[config.mk]
export PLATFORM = sky130hd
export DESIGN_NAME = hht_device_flat
export DESIGN_NICKNAME = d
export VERILOG_FILES = /design/src/rtl/hht_pkg.sv /design/src/rtl/hht_if.sv /design/src/rtl/hht_device.sv /design/src/flat_wrapper.sv
export SDC_FILE = /design/constraint.sdc
export NUM_CORES = 1
export LEC_CHECK = 0
export BUFFER_PORTS_ARGS = -buffer_cell sky130_fd_sc_hd__buf_2
export CAP_MARGIN = 20
export CORE_MARGIN = 5
export CORE_UTILIZATION = 45
export DETAILED_ROUTE_END_ITERATION = 12
export PLACE_DENSITY = 0.7
export SLEW_MARGIN = 20
export SYNTH_ARGS = -nofsm -noshare
export SYNTH_HDL_FRONTEND = slang
export SYNTH_SLANG_ARGS = --single-unit
export TNS_END_PERCENT = 5
[constraint.sdc]
create_clock -name clk -period 4.3 [get_ports clk]
set_input_delay 0.215 -clock clk [delete_from_list [all_inputs] [get_ports clk]]
set_output_delay 0.215 -clock clk [all_outputs]
set_load 0.1 [all_outputs]
[src/rtl/hht_pkg.sv]
// Package for the host handshake and trigger block: modes, straps, configuration bits and timing.
// Assumes a single 20 MHz clock shared by both ends.
package hht_pkg;
  // ==========================================================================
  // Terminal operating modes
  typedef enum logic [2:0] {
    HHT_MODE_RT,
    HHT_MODE_BC,
    HHT_MODE_EBC,
    HHT_MODE_WMON,
    HHT_MODE_MMON
  } hht_mode_t;

  // ==========================================================================
  // Host port strap values and memory/register select values
  localparam logic HHT_STRAP_BUFFERED = 1'b0;
  localparam logic HHT_STRAP_TRANSPARENT = 1'b1;
  localparam logic HHT_SEL_MEM = 1'b1;
  localparam logic HHT_SEL_REG = 1'b0;

  // ==========================================================================
  // Configuration bit positions and widths
  localparam int HHT_CFG_FLAG_BIT = 8;
  localparam int HHT_CFG_EXTSTART_BIT = 7;
  localparam int HHT_CFG_W = 16;
  localparam int HHT_DATA_W = 16;
  localparam int HHT_ADDR_W = 16;
  localparam logic [15:0] HHT_CFG_RESET = 16'h0000;

  // ==========================================================================
  // Internal access timing
  localparam int HHT_CLK_MHZ = 20;
  localparam int HHT_ACCESS_NS = 100;
  localparam int HHT_ACCESS_CYC = (HHT_ACCESS_NS * HHT_CLK_MHZ + 999) / 1000;
  localparam int HHT_CNT_W = 4;
endpackage

[src/rtl/hht_if.sv]
// Interface joining the host bus logic to the terminal's processor port.
// Assumes both ends run on the same clock; the testbench owns the clock.
`timescale 1ns/10ps
`default_nettype none
interface hht_if (input wire logic clk);
  import hht_pkg::*;
  logic host_strobe_n;
  logic host_rd;
  logic mem_reg_sel;
  logic [HHT_ADDR_W-1:0] addr;
  logic [HHT_DATA_W-1:0] wdata;
  logic [HHT_DATA_W-1:0] rdata;
  logic host_ready_n;
  logic io_enable_n_out;
  logic host_mode_strap;
  logic external_trigger_in;

  modport device (
    input host_strobe_n, host_rd, mem_reg_sel, addr, wdata, host_mode_strap,
    input external_trigger_in,
    output rdata, host_ready_n, io_enable_n_out
  );
  modport host (
    output host_strobe_n, host_rd, mem_reg_sel, addr, wdata,
    input rdata, host_ready_n, io_enable_n_out
  );
endinterface
`default_nettype wire

[src/rtl/hht_device.sv]
// Terminal end of the processor port: ready handshake, I/O enable, trigger
// and subsystem flag. Assumes host pins and trigger arrive asynchronously.
//
// Behaviour
// RT status flag set while flag pin low.
// Flag pin never alters stored flag bit.
// Trigger rise starts BC frame when enabled.
// Enhanced BC trigger wait resumes on rise.
// Trigger rise starts word monitor when enabled.
// Message monitor ignores the trigger.
// Strap selects buffered or transparent host mode.
// Nonzero-wait read: ready low once data valid.
// Nonzero-wait write: ready low once data stored.
// Host holds strobe low until ready.
// Buffered zero-wait: ready high while idle.
// Zero-wait ready low during access, high after.
// I/O enable low during internal access.
// Host uses I/O enable for buffers.
// Host selects memory 1, register 0.
// Trigger synchronised, one event per rise.
`timescale 1ns/10ps
`default_nettype none
module hht_device
  import hht_pkg::*;
#(
  parameter int ACCESS_CYC = HHT_ACCESS_CYC, // Internal access length in cycles
  parameter int MEM_WORDS = 16 // Modelled shared RAM words
) (
  input wire logic clk, // Clock
  input wire logic arst_n, // Asynchronous reset
  hht_if.device port, // Processor port
  input wire hht_mode_t mode, // Terminal operating mode
  input wire logic cfg_wr, // Configuration register write
  input wire logic [HHT_CFG_W-1:0] cfg_wdata, // Configuration write data
  output logic [HHT_CFG_W-1:0] cfg_rdata, // Configuration readback
  input wire logic wait_for_trigger_instr, // Enhanced BC waits for trigger
  output logic status_flag, // Subsystem flag in status word
  output logic bc_start, // BC frame start pulse
  output logic instr_advance, // Enhanced BC resume pulse
  output logic monitor_start, // Word monitor start pulse
  output logic transparent_mode // Latched host mode
);
  // ==========================================================================
  // Parameter checks
  // The down-counter is HHT_CNT_W bits wide, so longer accesses cannot be counted.
  if (ACCESS_CYC < 1 || ACCESS_CYC > (1 << HHT_CNT_W) - 1) begin : g_bad_access
    $error("ACCESS_CYC out of range");
  end
  // The RAM model decodes at most eight address bits.
  if (MEM_WORDS < 1 || MEM_WORDS > 256) begin : g_bad_words
    $error("MEM_WORDS out of range");
  end

  // ==========================================================================
  // State
  typedef enum logic [1:0] {HHT_IDLE, HHT_BUSY, HHT_DONE} hht_dstate_t;
  typedef struct packed {
    logic [1:0] strb_sync;
    logic [1:0] trig_sync;
    logic trig_prev;
    logic [1:0] flag_sync;
    logic strap_taken;
    logic transparent;
    hht_dstate_t st;
    logic [HHT_CNT_W-1:0] cnt;
    logic rd;
    logic mem;
    logic [HHT_ADDR_W-1:0] addr;
    logic [HHT_DATA_W-1:0] wdata;
    logic [HHT_DATA_W-1:0] rdata;
    logic [HHT_CFG_W-1:0] cfg;
    logic [HHT_DATA_W-1:0] reg_file;
    logic status_flag;
    logic bc_start;
    logic advance;
    logic mon_start;
  } hht_dev_t;

  // ==========================================================================
  // Helpers
  // Word index into the RAM model; upper address bits alias onto it.
  function automatic int unsigned mem_index(input logic [HHT_ADDR_W-1:0] a);
    return a % MEM_WORDS;
  endfunction
  // External start is honoured only when software has enabled it.
  function automatic logic ext_start_on(input logic [HHT_CFG_W-1:0] c);
    return c[HHT_CFG_EXTSTART_BIT];
  endfunction

  hht_dev_t s_r, s_nxt;
  logic [HHT_DATA_W-1:0] mem_r [MEM_WORDS];
  logic mem_we;
  logic trig_rise;
  logic strb_low;

  // Strobe and trigger pass two flops before any logic reads them; this adds
  // two cycles of latency to every host cycle and to every trigger event.
  assign strb_low = ~s_r.strb_sync[1];
  assign trig_rise = s_r.trig_sync[1] & ~s_r.trig_prev;

  // ==========================================================================
  // Next state
  always_comb begin
    s_nxt = s_r;
    mem_we = 1'b0;
    s_nxt.strb_sync = {s_r.strb_sync[0], port.host_strobe_n};
    s_nxt.trig_sync = {s_r.trig_sync[0], port.external_trigger_in};
    s_nxt.trig_prev = s_r.trig_sync[1];
    s_nxt.flag_sync = {s_r.flag_sync[0], port.external_trigger_in};
    s_nxt.bc_start = 1'b0;
    s_nxt.advance = 1'b0;
    s_nxt.mon_start = 1'b0;
    if (!s_r.strap_taken) begin
      // Strap caught once after reset release, then held.
      s_nxt.strap_taken = 1'b1;
      s_nxt.transparent = port.host_mode_strap == HHT_STRAP_TRANSPARENT;
    end
    if (cfg_wr) begin
      s_nxt.cfg = cfg_wdata;
    end
    // The shared pin is a subsystem flag only in RT mode.
    s_nxt.status_flag = (mode == HHT_MODE_RT)
                        & (s_r.cfg[HHT_CFG_FLAG_BIT] | ~s_r.flag_sync[1]);
    // Each synchronised rise gives at most one pulse, whatever the mode.
    if (trig_rise) begin
      unique case (mode)
        HHT_MODE_BC: s_nxt.bc_start = ext_start_on(s_r.cfg);
        HHT_MODE_EBC: s_nxt.advance = wait_for_trigger_instr;
        HHT_MODE_WMON: s_nxt.mon_start = ext_start_on(s_r.cfg);
        HHT_MODE_MMON: s_nxt.mon_start = 1'b0;
        default: s_nxt.bc_start = 1'b0;
      endcase
    end
    unique case (s_r.st)
      HHT_IDLE: begin
        // Fields are stable by the time the synchronised strobe falls.
        if (strb_low && s_r.strap_taken) begin
          s_nxt.st = HHT_BUSY;
          s_nxt.cnt = HHT_CNT_W'(ACCESS_CYC);
          s_nxt.rd = port.host_rd;
          s_nxt.mem = port.mem_reg_sel == HHT_SEL_MEM;
          s_nxt.addr = port.addr;
          s_nxt.wdata = port.wdata;
        end
      end
      HHT_BUSY: begin
        // The access lands on the last count, before transparent-mode ready answers the host.
        if (s_r.cnt == HHT_CNT_W'(1)) begin
          s_nxt.st = HHT_DONE;
          if (s_r.rd) begin
            s_nxt.rdata = s_r.mem ? mem_r[mem_index(s_r.addr)] : s_r.reg_file;
          end else if (s_r.mem) begin
            mem_we = 1'b1;
          end else begin
            s_nxt.reg_file = s_r.wdata;
          end
        end else begin
          s_nxt.cnt = s_r.cnt - HHT_CNT_W'(1);
        end
      end
      HHT_DONE: begin
        // Both modes wait to see the strobe high, so a strobe still held low
        // from this cycle is never taken as a second access.
        if (!strb_low) begin
          s_nxt.st = HHT_IDLE;
        end
      end
    endcase
  end

  // ==========================================================================
  // Registers
  // Synchroniser flops reset to the idle high level of their pins, so that
  // no false trigger edge or strobe follows reset.
  always_ff @(posedge clk or negedge arst_n) begin
    if (!arst_n) begin
      s_r <= '{strb_sync: 2'b11, trig_sync: 2'b11, trig_prev: 1'b1, flag_sync: 2'b11,
               st: HHT_IDLE, cfg: HHT_CFG_RESET, default: '0};
    end else begin
      s_r <= s_nxt;
    end
  end

  // The RAM model has no reset: a word reads as unknown until written.
  always_ff @(posedge clk) begin
    if (mem_we) begin
      mem_r[mem_index(s_r.addr)] <= s_r.wdata;
    end
  end

  // ==========================================================================
  // Outputs
  always_comb begin
    if (s_r.transparent) begin
      port.host_ready_n = s_r.st != HHT_DONE;
    end else begin
      // Buffered ready falls only while the internal access runs.
      port.host_ready_n = s_r.st != HHT_BUSY;
    end
  end
  assign port.io_enable_n_out = s_r.st != HHT_BUSY;
  assign port.rdata = s_r.rdata;
  assign cfg_rdata = s_r.cfg;
  assign status_flag = s_r.status_flag;
  assign bc_start = s_r.bc_start;
  assign instr_advance = s_r.advance;
  assign monitor_start = s_r.mon_start;
  assign transparent_mode = s_r.transparent;
endmodule
`default_nettype wire

[src/flat_wrapper.sv]
// flat-port wrapper written by rule: the top's interface ports become plain ports
module hht_device_flat import hht_pkg::*;
#(
  parameter int ACCESS_CYC = HHT_ACCESS_CYC,                                    
  parameter int MEM_WORDS = 16                             
)
  (clk, arst_n, mode, cfg_wr, cfg_wdata, cfg_rdata, wait_for_trigger_instr, status_flag, bc_start, instr_advance, monitor_start, transparent_mode, port_host_strobe_n, port_host_rd, port_mem_reg_sel, port_addr, port_wdata, port_host_mode_strap, port_external_trigger_in, port_rdata, port_host_ready_n, port_io_enable_n_out);
  hht_if port_i (.clk(clk));
  input wire logic clk;
  input wire logic arst_n;
  input wire hht_mode_t mode;
  input wire logic cfg_wr;
  input wire logic [HHT_CFG_W-1:0] cfg_wdata;
  output logic [HHT_CFG_W-1:0] cfg_rdata;
  input wire logic wait_for_trigger_instr;
  output logic status_flag;
  output logic bc_start;
  output logic instr_advance;
  output logic monitor_start;
  output logic transparent_mode;
  input wire logic [$bits(port_i.host_strobe_n)-1:0] port_host_strobe_n;
  input wire logic [$bits(port_i.host_rd)-1:0] port_host_rd;
  input wire logic [$bits(port_i.mem_reg_sel)-1:0] port_mem_reg_sel;
  input wire logic [$bits(port_i.addr)-1:0] port_addr;
  input wire logic [$bits(port_i.wdata)-1:0] port_wdata;
  input wire logic [$bits(port_i.host_mode_strap)-1:0] port_host_mode_strap;
  input wire logic [$bits(port_i.external_trigger_in)-1:0] port_external_trigger_in;
  output wire logic [$bits(port_i.rdata)-1:0] port_rdata;
  output wire logic [$bits(port_i.host_ready_n)-1:0] port_host_ready_n;
  output wire logic [$bits(port_i.io_enable_n_out)-1:0] port_io_enable_n_out;
  assign port_i.host_strobe_n = port_host_strobe_n;
  assign port_i.host_rd = port_host_rd;
  assign port_i.mem_reg_sel = port_mem_reg_sel;
  assign port_i.addr = port_addr;
  assign port_i.wdata = port_wdata;
  assign port_i.host_mode_strap = port_host_mode_strap;
  assign port_i.external_trigger_in = port_external_trigger_in;
  assign port_rdata = port_i.rdata;
  assign port_host_ready_n = port_i.host_ready_n;
  assign port_io_enable_n_out = port_i.io_enable_n_out;
  hht_device #(.ACCESS_CYC(ACCESS_CYC), .MEM_WORDS(MEM_WORDS)) u_core (.clk(clk), .arst_n(arst_n), .port(port_i), .mode(mode), .cfg_wr(cfg_wr), .cfg_wdata(cfg_wdata), .cfg_rdata(cfg_rdata), .wait_for_trigger_instr(wait_for_trigger_instr), .status_flag(status_flag), .bc_start(bc_start), .instr_advance(instr_advance), .monitor_start(monitor_start), .transparent_mode(transparent_mode));
endmodule
=== After elaboration in Yosys (flattened, before gate mapping) ===
Memory sizes are Yosys's and may differ from the RTL's.
Cells that the tools add are included.

* Flip-flop bits (word level): 101
* Bits in writable memories: 256
* Input bits: 60
* Output and inout port bits: 39
* Word-level logic and storage cells: 68
* Memories: 1

{| class="wikitable"
|+ Memories
! name !! words !! width !! read ports !! clocked after Yosys merged registers in !! wr ports !! line !! text
|-
| u_core.mem_r || 16 || 16 || 1 || 0 || 1 || hht_device.sv:91 || <nowiki>logic [HHT_DATA_W-1:0] mem_r [MEM_WORDS];</nowiki>
|}

* $add $sub $neg: 1
* Equal/unequal tests: 12
* Multiplexer cells: 18
* Bitwise logic cells: 8
* Reductions and logical operators: 9

{| class="wikitable"
|+ Operator list
! kind !! number
|-
| 2-to-1 mux 40 bit || 1
|-
| 2-to-1 mux 16 bit || 1
|-
| 2-to-1 mux 1 bit || 10
|-
| AND reduction 3 bit || 3
|-
| != test 2 x 1 -> 1 bit (second input constant) || 4
|-
| one-hot mux 4 bit (2 select lines) || 1
|-
| equality test 3 x 2 -> 1 bit (second input constant) || 2
|-
| one-hot mux 2 bit (3 select lines) || 1
|-
| inverter 1 bit || 5
|-
| equality test 4 x 1 -> 1 bit (second input constant) || 1
|-
| 2-to-1 mux 2 bit || 2
|-
| 2-to-1 mux 4 bit || 1
|-
| != test 2 bit (second input constant) || 2
|-
| AND reduction 4 bit || 1
|-
| subtractor 4 x 1 -> 4 bit (second input constant) || 1
|-
| equality test 3 x 1 -> 1 bit (second input constant) || 1
|-
| logical NOT 3 bit || 1
|-
| 2-to-1 mux 3 bit || 1
|-
| AND 1 bit || 2
|-
| equality test 2 x 1 -> 1 bit (second input constant) || 1
|-
| equality test 2 bit (second input constant) || 1
|-
| logical NOT 2 bit || 1
|-
| AND reduction 2 bit || 1
|-
| nonzero test 2 bit || 1
|-
| 2 further kinds || 2
|}

=== Longest topological paths before layout ===
* Word-level depth: 6
* Depth in mapped cells: 9
* Gate-level depth less buffers: 6

=== Worst setup path after synthesis ===
Ideal clock, no wire load.

* Path kind: reg-to-reg
* Start point: reg u_core.s_r[87] (netlist name)
* End point: mem u_core.mem_r[0][0] (enable)
* Setup time: 0.409 ns
* Arrival: 2.593 ns
* Data required time: 3.891 ns
* Slack: 1.298 ns
* Cell stages (with the launch flop): 7
* Buffers on the path: 0
* Clock period less this slack: 3.002 ns
* Cell sequence: dfrtp_1 inv_1 ha_1 nand4bb_4 nor3b_2 or3b_1 nor3_1

* Longest elaborated chain between the ends: 5

{| class="wikitable"
|+ Ends and longest elaborated chain
! what !! line !! text
|-
| start: declaration || hht_device.sv:90 || <nowiki>hht_dev_t s_r, s_nxt;</nowiki>
|-
| start signal: assignment || hht_device.sv:177 || <nowiki>s_r <= '{strb_sync: 2'b11, trig_sync: 2'b11, trig_prev: 1'b1, flag_sync: 2'b11,</nowiki>
|-
| start signal: assignment || hht_device.sv:180 || <nowiki>s_r <= s_nxt;</nowiki>
|-
| equality test 4 x 1 -> 1 bit || hht_device.sv:148 || <nowiki>if (s_r.cnt == HHT_CNT_W'(1)) begin</nowiki>
|-
| 2-to-1 mux 1 bit || hht_device.sv:148 ||
|-
| 2-to-1 mux 1 bit || hht_device.sv:134 || <nowiki>unique case (s_r.st)</nowiki>
|-
| 2-to-1 mux 1 bit || hht_device.sv:186 || <nowiki>if (mem_we) begin</nowiki>
|-
| 2-to-1 mux 1 bit (implied by the code) || hht_device.sv:187 || <nowiki>mem_r[mem_index(s_r.addr)] <= s_r.wdata;</nowiki>
|-
| end: declaration || hht_device.sv:91 ||
|}

Every way passes these cells.

=== Worst setup path in the final report ===
* Start point: reg u_core.s_r[69] (netlist name)
* End point: mem u_core.mem_r[3][14] (enable)

No word-level cell before the write port.

==> results <==
- Data on the critical path is required at its endpoint by 4480 ps.
- The total of buffers placed on input and output ports is 86.
- The worst-case headroom to the max-slew limit is 34.3%.
- The number of nets with antenna violations after detailed routing is 0.
- The type of the worst setup path is register to register.
- The layout has 2375 filler cells.
- The share of Yosys cell area claimed by the top area cell type is 55.5%.
- VDD sags by at most 339 uV.
- The critical path startpoint category is a register.
- The CTS tree is built.
- In this run the cell area of the synthesized design comes to 13900 um2.
- The worst path in the final design needs a cycle of 2730 ps, including I/O delays and setup.
- The tree built by TritonCTS fans out to 343 sinks.
- The final layout contains routed wiring with a total length of 27.8 mm.
- The placement row count is 64.
- Detailed placement ended at an HPWL of 17.0 mm.
- Of the cells placed in the final design, the portion with a size suffix greater than 1 is 24.2%.
- The antenna diode count is 0.
- The vertical die dimension is 185 um.
- The worst-path cell with the longest stage delay is sky130_fd_sc_hd__dfrtp_4.
- The final hold violation count was 0.
- The max-cap check violation count is 0.
- The setup TNS is 0 ps.
- Counting every net in the synthesized netlist gives 927.
- The clock tree root driver cell is sky130_fd_sc_hd__clkbuf_16.
- The count of nets after finishing is 1040.
- The layout overhead on the synthesized area is 16.0%.
- The number of instances on the worst hold path is 3.
- The share of flip-flops with an asynchronous set or reset is 25.4%.
- After layout, the worst path uses 63.5% of the clock period.
- The synthesized netlist contains 46 unique library cells.
- The maximum clock path buffer count is 3.
- Together, buffers and inverters on the worst path number 1.
- The data arrival time of the worst path is 2910 ps.
- After the flow finishes, the layout carries non-filler instances totaling 1395.
- The cell count after placement is 1287.
- For the pin with the worst max-slew slack, the measured transition is 985 ps.
- The cell class contributing the biggest share of worst-path delay is simple AND/OR/NAND/NOR gates.
- The congestion estimate from routability-driven global placement came to 0.788.
- The initial antenna violation count is 0.
- The synthesized area per cell is 16.1 um2.
- The routed via count divided by cell count is 5.40.
- The biggest area contributor in the post-synthesis netlist is sky130_fd_sc_hd__edfxtp_1.
- For this run, the slowest stage of the critical path takes 980 ps.
- The count of cells along the worst register-to-register path is 4.
- The upper clock frequency limit is 366 MHz.
- Summed over all cells, the static leakage comes to 6.08 nW.
- The detailed router placed 7535 vias in this run.
- The part of the Yosys area used for sequential elements is 71.3%.
- The number of synthesized flops with an enable pin is 256.
- The initial detailed-routing violation count is 562.
- The run finished with clean final reports.
- The core area is 30500 um2.
- The number of warnings reported in the yosys synthesis log is 0.
- The routed wire length per instance is 19.9 um.
- The count of endpoints failing setup in the final report is 0.
- The total global routing overflow is 0.
- The die width is 185 um.
- The H-tree depth is 2.
- The element type at the critical path end is a register.
- The first global-routing pass estimated 44.0 mm of wire.
- The number of pins exceeding their max-slew limit in the final report is 0.
- The die footprint is 34400 um2.
- The power density of the placed cells is 643 nW/um2.
- On the final layout, the worst clock skew is 17.9 ps.
- Post-CTS repair changed the size of 0 cells.
- The pre-antenna-repair detailed-routing pass consisted of 5 iterations.
- Entering global routing, the biggest net connects 51 pins.
- After technology mapping, the gate count stands at 862.
- The residual DRC count is 0.
- The buffers inserted during post-CTS setup optimization is 0.
- Yosys attributes the largest share of cell area to sky130_fd_sc_hd__edfxtp_1, sky130_fd_sc_hd__dfrtp_1, sky130_fd_sc_hd__mux2i_1.
- The min-delay analysis places its worst path in the category input port to register.
- For this configuration, the core starts out at a cell density of 45.4%.
- Measured on the finished design, the core utilization comes to 52.6%.
- The all-layer global routing usage is 16.4%.
- The most used flip-flop cell after synthesis is sky130_fd_sc_hd__edfxtp_1.
- In this run the worst path has a maximum fanout of 50.
- Counting flops and latches in the post-synthesis netlist gives 343.
- 99 I/O pins were placed.
- The clock latency on the worst-skew pair is 510 ps.
- Setup repair after global routing left no endpoint under its margin.
- The via count of the first global-routing pass is 7662.
- TritonCTS created 34 clock buffers.
- Walking the worst path, the cells encountered are and2_1 -> nand2_1 -> nor3_2 -> buf_4.
- Clock-pin slew was measured on the worst setup and hold paths at 60 ps.
- The total stage count of the critical path is 4.
==> logic make-up after synthesis <==
kind of cell | after synthesis | share of synthesized area [%]
AOI/OAI and AO/OA | 96 | 4.25
adders and majority gates | 5 | 0.452
buffers and inverters | 91 | 3.85
DFF | 343 | 71.3
muxes | 168 | 14.4
other | 1 | 0.0271
and+or+nand+nor | 158 | 5.81
==> sequential cells by signal, indices dropped and copies added, names as in the netlist <==
signal and flops:
u_core.mem_r 256, u_core.instr_advance 1, u_core.bc_start 1, u_core.port.rdata 16
u_core.status_flag 1, u_core.cfg_rdata 16, u_core.monitor_start 1, u_core.s_nxt 2
u_core.s_r 48, u_core.transparent_mode 1
==> tightest hold or removal path: stages <==
cell and delay (ps):
sky130_fd_sc_hd__buf_2 220, sky130_fd_sc_hd__nand2_1 90, sky130_fd_sc_hd__o21ai_0 70
==> stage by stage <==
stage                     power, W  worst slack (ps)  hold WS (ps)  area [um2]
after CTS                   0.0104              1490           132       16000
after detailed placement   0.00750              1510           256       14500
final                       0.0103              1570           135       16100
after floorplan            0.00690              1300         -80.6       13900
after global placement     0.00742              1550           254       14500
after global routing        0.0108              1330           140       16100
==> path summary, 6_finish.rpt <==
kind | start | to | slack, ps
setup / recovery | u_core.s_r[69] | u_core.mem_r[3][14] | 1570
hold / removal | cfg_wr | u_core.cfg_rdata[8] | 140
setup reg to reg | u_core.s_r[69] | u_core.mem_r[3][14] | 1570
hold reg to reg | u_core.s_nxt[100] | u_core.s_r[100] | 360
max in group asynchronous | arst_n | u_core.s_r[100] | 3040
min in group asynchronous | arst_n | u_core.s_r[93] | 270
==> repair_timing <==
| action | 4_1_cts | 5_1_grt |
|---|---|---|
| endpoints found under the hold margin | 88 | 0 |
| hold buffers | 47 | 0 |
| endpoints found under the setup margin | 0 | 0 |
==> synth_stat cells, types with 17 or more instances <==
| master | number |
|---|---|
| sky130_fd_sc_hd__buf_4 | 38 |
| sky130_fd_sc_hd__nand3_1 | 34 |
| sky130_fd_sc_hd__nor4_1 | 20 |
| sky130_fd_sc_hd__a21oi_1 | 21 |
| sky130_fd_sc_hd__dfrtp_1 | 82 |
| sky130_fd_sc_hd__nor2_1 | 49 |
| sky130_fd_sc_hd__o22ai_1 | 17 |
| sky130_fd_sc_hd__nand2_1 | 24 |
| sky130_fd_sc_hd__buf_2 | 21 |
| sky130_fd_sc_hd__edfxtp_1 | 256 |
| sky130_fd_sc_hd__mux2_2 | 39 |
| sky130_fd_sc_hd__mux2i_1 | 97 |
| sky130_fd_sc_hd__o21ai_0 | 34 |
==> where the power goes <==
part / internal, W / switching [W] / leakage, nW
Combinational: 0.000947 / 0.00161 / 2.16
Clock: 0.00168 / 0.00118 / 0.530
Sequential: 0.00415 / 0.000761 / 3.39
==> placed cells by master, fill, tap and decap left out, types with 5 or more instances in the layout <==
| master | Yosys | layout |
|---|---|---|
| sky130_fd_sc_hd__mux4_2 | 16 | 16 |
| sky130_fd_sc_hd__nand2_1 | 24 | 24 |
| sky130_fd_sc_hd__mux2_4 | 10 | 10 |
| sky130_fd_sc_hd__clkbuf_16 | 0 | 35 |
| sky130_fd_sc_hd__ha_1 | 5 | 5 |
| sky130_fd_sc_hd__inv_1 | 9 | 9 |
| sky130_fd_sc_hd__o21ai_0 | 34 | 34 |
| sky130_fd_sc_hd__a21oi_1 | 21 | 21 |
| sky130_fd_sc_hd__a2bb2oi_1 | 16 | 16 |
| sky130_fd_sc_hd__edfxtp_1 | 256 | 256 |
| sky130_fd_sc_hd__dfstp_2 | 5 | 5 |
| sky130_fd_sc_hd__clkinv_2 | 0 | 6 |
| sky130_fd_sc_hd__dlygate4sd3_1 | 0 | 47 |
| sky130_fd_sc_hd__nor2_1 | 49 | 49 |
| sky130_fd_sc_hd__o22ai_1 | 17 | 17 |
| sky130_fd_sc_hd__mux2_1 | 6 | 6 |
| sky130_fd_sc_hd__nand3_1 | 34 | 34 |
| sky130_fd_sc_hd__nor4_1 | 20 | 20 |
| sky130_fd_sc_hd__mux2_2 | 39 | 39 |
| sky130_fd_sc_hd__buf_4 | 38 | 26 |
| sky130_fd_sc_hd__buf_2 | 21 | 85 |
| sky130_fd_sc_hd__mux2i_1 | 97 | 97 |
| sky130_fd_sc_hd__clkbuf_1 | 16 | 6 |
| sky130_fd_sc_hd__dfrtp_1 | 82 | 80 |
==> final cells by class <==
type	instances	area [um2]	share of cell area, %
Clock buffer	45	953	5.94
Tap cell	396	495	3.08
Sequential cell	343	9880	61.5
Inverter	9	33.8	0.210
Clock inverter	15	129	0.802
Timing Repair Buffer	159	1110	6.89
Multi-Input combinational cell	428	3470	21.6
==> per-layer routing <==
layer | vias up | wire [um] | GRT usage [%] | share of wire [%]
li1 | 3473 | - | - | -
met1 | 3768 | 12500 | 24.3 | 45
met2 | 251 | 12800 | 25.3 | 46
met3 | 43 | 1920 | 3.30 | 6.9
met4 | 0 | 608 | 4.05 | 2.2
met5 | - | 0 | 0 | 0
Power figures use the tool's default switching activity.
